### config.mk
export PLATFORM = sky130hd
export DESIGN_NAME = sse_status_encoder
export DESIGN_NICKNAME = d
export VERILOG_FILES = /design/src/sse_pkg.sv /design/src/sse_status_encoder.sv
export SDC_FILE = /design/constraint.sdc
export NUM_CORES = 1
export LEC_CHECK = 0
export BUFFER_PORTS_ARGS = -buffer_cell sky130_fd_sc_hd__buf_4
export CORE_MARGIN = 10
export CORE_UTILIZATION = 46
export DETAILED_ROUTE_END_ITERATION = 8
export PLACE_DENSITY = 0.86
export SETUP_SLACK_MARGIN = 0.05
export SYNTH_ARGS = -nofsm -noshare
export SYNTH_HDL_FRONTEND = slang
export SYNTH_SLANG_ARGS = --single-unit
### constraint.sdc
create_clock -name mclk -period 1.8 [get_ports mclk]
set_input_delay 0.36 -clock mclk [delete_from_list [all_inputs] [get_ports mclk]]
set_output_delay 0.36 -clock mclk [all_outputs]
set_load 0.05 [all_outputs]
### src/sse_pkg.sv
// shared constants and types for the soft starter status encoder
// assumes a single 250 MHz clock and an apb master with 32-bit data
package sse_pkg;

    // ==========================================================
    // register offsets (byte addresses)
    localparam logic [7:0] OFS_STATE_CODE = 8'h00;
    localparam logic [7:0] OFS_CMD_SOURCE = 8'h04;
    localparam logic [7:0] OFS_COND_WORD = 8'h08;
    localparam logic [7:0] OFS_CONTROL = 8'h0c;

    // ==========================================================
    // status word bit positions
    localparam int BIT_RUNNING = 0;
    localparam int BIT_ENABLED = 1;
    localparam int BIT_INCHING = 2;
    localparam int BIT_INIT_TEST = 3;
    localparam int BIT_RAMP_UP = 4;
    localparam int BIT_FULL_VOLT = 5;
    localparam int BIT_BYPASS = 6;
    localparam int BIT_RAMP_DOWN = 7;
    localparam int BIT_REMOTE = 8;
    localparam int BIT_BRAKING = 9;
    localparam int BIT_REVERSAL = 10;
    localparam int BIT_REVERSE = 11;
    localparam int BIT_START_DLY = 12;
    localparam int BIT_STOP_DLY = 13;
    localparam int BIT_ALARM = 14;
    localparam int BIT_FAULT = 15;

    // control register: bit 0 holds the snapshot
    localparam int BIT_FREEZE = 0;

    // ==========================================================
    // reset values and the highest command source code
    localparam logic [3:0] RST_STATE_CODE = 4'h0;
    localparam logic [3:0] RST_CMD_SOURCE = 4'h0;
    localparam logic [15:0] RST_COND_WORD = 16'h0000;
    localparam logic RST_FREEZE = 1'b0;
    localparam logic [3:0] CMD_SOURCE_MAX = 4'hb;

    // ==========================================================
    // operating state codes
    typedef enum logic [3:0] {
        ST_READY = 4'h0,
        ST_INIT_TEST = 4'h1,
        ST_FAULT = 4'h2,
        ST_RAMP_UP = 4'h3,
        ST_FULL_VOLT = 4'h4,
        ST_BYPASS = 4'h5,
        ST_UNUSED = 4'h6,
        ST_RAMP_DOWN = 4'h7,
        ST_BRAKING = 4'h8,
        ST_REVERSAL = 4'h9,
        ST_INCHING = 4'ha,
        ST_START_DLY = 4'hb,
        ST_RESTART_DLY = 4'hc,
        ST_DISABLED = 4'hd,
        ST_CONFIG = 4'he
    } sse_state_type;

    // origin of start and stop commands
    typedef enum logic [2:0] {
        ORG_OPERATOR_PANEL = 3'h0,
        ORG_DIGITAL_INPUT_SOURCE = 3'h1,
        ORG_USB = 3'h2,
        ORG_EMBEDDED_LOGIC = 3'h3,
        ORG_SLOT_ONE = 3'h4,
        ORG_SLOT_TWO = 3'h5
    } sse_origin_type;

    // live conditions from the motor controller
    typedef struct packed {
        logic running;
        logic all_enabled;
        logic inching;
        logic init_test;
        logic accelerating;
        logic full_voltage;
        logic bypass_closed;
        logic decelerating;
        logic braking;
        logic direction_reversal;
        logic reverse_dir;
        logic start_delay;
        logic restart_delay;
        logic alarm;
        logic fault;
        logic config_mode;
        logic remote_control;
        sse_origin_type origin;
    } sse_cond_type;

    // apb request and answer
    typedef struct packed {
        logic psel;
        logic penable;
        logic pwrite;
        logic [7:0] paddr;
        logic [31:0] pwdata;
        logic [3:0] pstrb;
    } sse_apb_req_type;

    typedef struct packed {
        logic [31:0] prdata;
        logic pready;
        logic pslverr;
    } sse_apb_rsp_type;

endpackage

### src/sse_status_encoder.sv
// status reporting logic of a motor soft starter: state code,
// command source code and condition word, readable over apb
// assumes drive conditions come from logic on the same mclk
//
// Function
// codes 0-5: ready, test, fault, ramp, full, bypass
// 6 unused; 7-13 decel, brake, reverse, inch, delays, disabled
// code 14 during configuration mode
// command source code origin pairs, odd means remote
// bit 0 set while motor enabled
// bit 1 set only when all enables granted
// bit 2 set while inching active
// bit 3 set during initial tests
// bit 4 set during whole acceleration ramp
// bit 5 set while full voltage applied
// bit 6 set while bypass contactor closed
// bit 7 set during whole deceleration ramp
// bit 9 set throughout braking
// bit 10 set during direction reversal process
// bit 12 set while pre-start delay runs
// bit 13 set while post-stop delay runs
// bit 14 set while any alarm active
// bit 15 set while in fault condition
// all three indications updated together from one state
// bit 8 local or remote, bit 11 direction
`timescale 1ns/1ns
module sse_status_encoder
    import sse_pkg::*;
(
    input wire logic mclk,
    input wire logic rst,
    input wire sse_cond_type drive_cond,
    input wire sse_apb_req_type apb_req,
    output sse_apb_rsp_type apb_rsp,
    output logic [3:0] state_code,
    output logic [3:0] cmd_source,
    output logic [15:0] cond_word
);

    // ==========================================================
    // address decode

    // true when the request address selects the given register
    function automatic logic sse_hit(input logic [7:0] addr, input logic [7:0] ofs);
        sse_hit = (addr == ofs);
    endfunction

    logic freeze_q;
    logic [3:0] state_code_q;
    logic [3:0] cmd_source_q;
    logic [15:0] cond_word_q;
    logic [31:0] prdata_q;
    logic [31:0] prdata_d;
    logic pslverr_q;
    logic pslverr_d;

    wire hit_state = sse_hit(apb_req.paddr, OFS_STATE_CODE);
    wire hit_cmd = sse_hit(apb_req.paddr, OFS_CMD_SOURCE);
    wire hit_word = sse_hit(apb_req.paddr, OFS_COND_WORD);
    wire hit_ctrl = sse_hit(apb_req.paddr, OFS_CONTROL);
    wire hit_any = hit_state | hit_cmd | hit_word | hit_ctrl;

    // bus phases
    wire setup_ph = apb_req.psel & ~apb_req.penable;
    wire access_ph = apb_req.psel & apb_req.penable;
    wire ctrl_wr = access_ph & apb_req.pwrite & hit_ctrl & apb_req.pstrb[0];

    // ==========================================================
    // state code selection, highest priority first

    // fault wins so the fault flag and code 2 always agree
    wire sse_state_type state_d =
        drive_cond.fault ? ST_FAULT :
        drive_cond.config_mode ? ST_CONFIG :
        !drive_cond.all_enabled ? ST_DISABLED :
        drive_cond.init_test ? ST_INIT_TEST :
        drive_cond.braking ? ST_BRAKING :
        drive_cond.direction_reversal ? ST_REVERSAL :
        drive_cond.inching ? ST_INCHING :
        drive_cond.start_delay ? ST_START_DLY :
        drive_cond.restart_delay ? ST_RESTART_DLY :
        drive_cond.decelerating ? ST_RAMP_DOWN :
        drive_cond.bypass_closed ? ST_BYPASS :
        drive_cond.full_voltage ? ST_FULL_VOLT :
        drive_cond.accelerating ? ST_RAMP_UP :
        ST_READY;

    // ==========================================================
    // command source: origin pair plus remote in the low bit

    // an origin outside the six known ones falls back to the panel
    wire origin_ok = (drive_cond.origin <= ORG_SLOT_TWO);
    wire [2:0] origin_sel = origin_ok ? drive_cond.origin : ORG_OPERATOR_PANEL;
    wire [3:0] cmd_d = {origin_sel, drive_cond.remote_control};

    // ==========================================================
    // condition word assembly
    logic [15:0] word_d;

    always_comb
    begin
        word_d = RST_COND_WORD;
        word_d[BIT_RUNNING] = drive_cond.running;
        word_d[BIT_ENABLED] = drive_cond.all_enabled;
        word_d[BIT_INCHING] = drive_cond.inching;
        word_d[BIT_INIT_TEST] = drive_cond.init_test;
        word_d[BIT_RAMP_UP] = drive_cond.accelerating;
        word_d[BIT_FULL_VOLT] = drive_cond.full_voltage;
        word_d[BIT_BYPASS] = drive_cond.bypass_closed;
        word_d[BIT_RAMP_DOWN] = drive_cond.decelerating;
        word_d[BIT_REMOTE] = drive_cond.remote_control;
        word_d[BIT_BRAKING] = drive_cond.braking;
        word_d[BIT_REVERSAL] = drive_cond.direction_reversal;
        word_d[BIT_REVERSE] = drive_cond.reverse_dir;
        word_d[BIT_START_DLY] = drive_cond.start_delay;
        word_d[BIT_STOP_DLY] = drive_cond.restart_delay;
        word_d[BIT_ALARM] = drive_cond.alarm;
        word_d[BIT_FAULT] = drive_cond.fault;
    end

    // ==========================================================
    // snapshot: all three indications move on the same edge

    // holding stops updates so software can read a frozen set
    always_ff @(posedge mclk or posedge rst)
    begin
        if (rst)
        begin
            state_code_q <= RST_STATE_CODE;
            cmd_source_q <= RST_CMD_SOURCE;
            cond_word_q <= RST_COND_WORD;
        end
        else if (!freeze_q)
        begin
            state_code_q <= state_d;
            cmd_source_q <= cmd_d;
            cond_word_q <= word_d;
        end
    end

    // ==========================================================
    // control register

    // bit 0 holds the snapshot while set
    always_ff @(posedge mclk or posedge rst)
    begin
        if (rst)
            freeze_q <= RST_FREEZE;
        else if (ctrl_wr)
            freeze_q <= apb_req.pwdata[BIT_FREEZE];
    end

    // ==========================================================
    // read data and error, captured in the setup cycle

    // unmapped addresses read zero and flag an error
    always_comb
    begin
        prdata_d = 32'h0000_0000;
        if (hit_state)
            prdata_d[3:0] = state_code_q;
        else if (hit_cmd)
            prdata_d[3:0] = cmd_source_q;
        else if (hit_word)
            prdata_d[15:0] = cond_word_q;
        else if (hit_ctrl)
            prdata_d[BIT_FREEZE] = freeze_q;
        pslverr_d = ~hit_any;
    end

    always_ff @(posedge mclk or posedge rst)
    begin
        if (rst)
        begin
            prdata_q <= 32'h0000_0000;
            pslverr_q <= 1'b0;
        end
        else if (setup_ph)
        begin
            prdata_q <= apb_req.pwrite ? 32'h0000_0000 : prdata_d;
            pslverr_q <= pslverr_d;
        end
    end

    // ==========================================================
    // outputs

    // zero wait states: every access phase completes at once
    assign apb_rsp.pready = 1'b1;
    assign apb_rsp.prdata = prdata_q;
    assign apb_rsp.pslverr = pslverr_q & access_ph;
    assign state_code = state_code_q;
    assign cmd_source = cmd_source_q;
    assign cond_word = cond_word_q;
endmodule

==> impl_metrics.json <==
{
  "ctsHoldBuffers": 0,
  "antenna_found_initial": 0,
  "ir_worst_vdd_mv": 0.421,
  "vias": 1608,
  "tightestPinTransition_ns": 0.665,
  "crit_chain": "buf_4 -> or4_4 -> nor3_1 -> nand4_1 -> mux2_1",
  "clk_pin_slew_worst_paths_ns": 0.08,
  "antenna_cells": 0,
  "die_x_um": 86.1,
  "place_congestion": 0.815,
  "total_power_uw": 2180,
  "synthCells": 194,
  "io_pins": 127,
  "place.port_buffers": 75,
  "finalHoldViolCount": 0,
  "seqPwrFrac_pct": 44.9,
  "power.switching_uw": 644,
  "cts_tree": "yes",
  "r2r_start": "freeze_q",
  "combPwrFrac_pct": 19.7,
  "drive_gt1_share_pct": 41.2,
  "p_int_uw": 1540,
  "worstSkewPairLatency_ns": 0.30,
  "ant_nets": 0,
  "fmax_mhz": 645,
  "areaGrowthSynthToFinish_pct": 32.8,
  "rows": 23,
  "drv_slew": 0,
  "die_h_um": 86.1,
  "critPathLaunch": "apb_req[41]",
  "die_area_um2": 7410,
  "ys.flop_type": "dfrtp_1",
  "wl_per_cell_um": 16.5,
  "postCtsSetupBuffers": 0,
  "drt-total-wl_um": 5320,
  "dr.pass1.iters": 4,
  "grt_pass1_vias": 1822,
  "rsz0062_at_grt": "false",
  "drc_errors": 0,
  "design_area_um2": 2670,
  "start_util_pct": 48.8,
  "synth_enable_flop_cells": 0,
  "clock-skew-final_ns": 0.00526,
  "synth.cell_area_um2": 2010,
  "leakage_uw": 0.00130,
  "place_area_um2": 2550,
  "synthDistinctLibCells": 39,
  "grt_use_total_pct": 15.0,
  "run_status": "completed",
  "seq_area_frac_synth_pct": 51.1,
  "dp.final_hpwl_um": 4280,
  "yosys_warnings": 0,
  "gr-total-overflow": 0,
  "critPathMaxFanout": 2,
  "cts_resized": 0,
  "clock_path_buffers": 2,
  "r2r_cells": 5,
  "ys_ff_latch": 41,
  "setup_viol": 0,
  "fillerInstances": 361,
  "grt_max_degree": 42,
  "hp-class": "input pin to asynchronous set/reset pin",
  "pwr-share-clk_pct": 35.4,
  "cts_buffers": 5,
  "drtIter0Drc": 54,
  "crit_path_top_delay_cell": "or4_4",
  "cp-end-kind": "flip-flop",
  "startpoint_type": "input pin",
  "nNetsFinal": 340,
  "maxSlewHeadroom_pct": 55.6,
  "cpPeakStageDelay_ns": 0.54,
  "htree_num_levels": 2,
  "cp.required_ns": 1.98,
  "min_period_ns": 1.55,
  "vias_per_cell": 4.99,
  "fin_crit_sh_pct": 86.1,
  "async_reset_ff_share_pct": 100,
  "netSwitchingFraction_pct": 29.5,
  "max-cap-violations": 0,
  "cellPowerDensity_nw_per_um2": 817,
  "r2r_setup_slack_ns": 0.52,
  "core_area_um2": 4120,
  "cts.sinks": 41,
  "synth_area_per_cell_um2": 10.4,
  "crit_type": "input pin to flip-flop",
  "worstPathArrival_ns": 1.73,
  "cts-root-buf": "clkbuf_8",
  "grt_first_pass_wirelength_um": 9000
}
==> logic make-up after synthesis <==
group	after synthesis	synth area share [%]
buf+inv	30	10.7
simple gates	67	16.4
other cells	2	0.374
mux	18	10.5
flops	41	51.1
compound gates	36	11.0
==> power groups by stage <==
stage / registers, uW / clock network [uW] / logic, uW
CTS: 979 / 788 / 433
detailed placement: 997 / 0 / 432
global route: 984 / 826 / 464
global placement: 995 / 0 / 425
floorplan: 1090 / 0 / 211
finish: 979 / 772 / 430
==> cell usage after synthesis (2+ instances only) <==
| master | count | area share (%) |
|---|---|---|
| conb_1 | 2 | 0.37 |
| o21ai_1 | 6 | 1.5 |
| o21ai_2 | 4 | 1.7 |
| buf_6 | 2 | 1.1 |
| dfrtp_1 | 41 | 51 |
| clkbuf_8 | 2 | 1.4 |
| mux2_2 | 13 | 7.3 |
| nor2_1 | 6 | 1.1 |
| o21ai_0 | 12 | 3.0 |
| buf_4 | 18 | 6.7 |
| nor4_1 | 2 | 0.62 |
| a21oi_1 | 7 | 1.7 |
| nor2b_1 | 4 | 1.2 |
| inv_1 | 4 | 0.75 |
| nor3_1 | 3 | 0.75 |
| clkbuf_1 | 3 | 0.56 |
| mux2i_1 | 3 | 1.5 |
| nand2_1 | 41 | 7.7 |
==> layout by cell type (no fill, tap or decap), drive strengths merged, types with 2 or more instances in the layout <==
master,n
nor4,3
inv,4
mux2,14
nor2,6
buf,81
conb,17
nand2,41
o21ai,22
or4,2
a21oi,7
nor2b,4
mux2i,3
clkbuf,6
nor3,3
dfrtp,41
==> stage by stage <==
| stage | hold WS [ns] | std cells | utilization [%] | setup WS [ns] | TNS, ns |
|---|---|---|---|---|---|
| finish | 0.177 | 322 | 64.9 | 0.251 | 0 |
| global route | 0.235 | 322 | 64.9 | 0.211 | 0 |
| CTS | 0.198 | 322 | 64.9 | 0.260 | 0 |
| detailed placement | 0.473 | 314 | 61.9 | -0.0541 | -0.0541 |
| global placement | 0.462 | 314 | 61.9 | -0.00359 | -0.00359 |
| floorplan | 0.443 | 209 | - | 0.183 | 0 |
==> critical path: cells and delay by family <==
kind / cells / cell delay (ns)
muxes: 1 / 0.32
and+or+nand+nor: 3 / 0.93
buffers and inverters: 1 / 0.11
==> path summary, 6_finish.rpt <==
path	end
max	freeze_q
min	prdata_q[11]
max reg2reg	state_code[2]
min reg2reg	prdata_q[2]
max in group asynchronous	prdata_q[12]
min in group mclk	cmd_source[2]
==> cell type report <==
cell class	count	area, um^2	area share (%)
Sequential cell	41	1030	38.4
Timing Repair Buffer	81	621	23.3
Clock inverter	2	37.5	1.41
Clock buffer	6	82.6	3.09
Multi-Input combinational cell	138	825	30.9
Inverter	4	15.0	0.563
Tap cell	50	62.6	2.34
==> metal layers <==
layer,share of wire [%],wire length (um),vias up,GRT usage (%)
met5,0,0,-,0
li1,-,-,783,-
met1,39,2100,756,16.4
met4,2.9,153,0,6.44
met2,49,2620,58,24.8
met3,8.4,449,11,6.43
==> state kept, by name, summed over array words and instances (netlist names) <==
| register | count |
|---|---|
| prdata_q | 16 |
| cond_word | 15 |
| cmd_source | 4 |
| state_code | 4 |
| freeze_q | 1 |
| pslverr_q | 1 |
(Power assumes the default switching activity.)
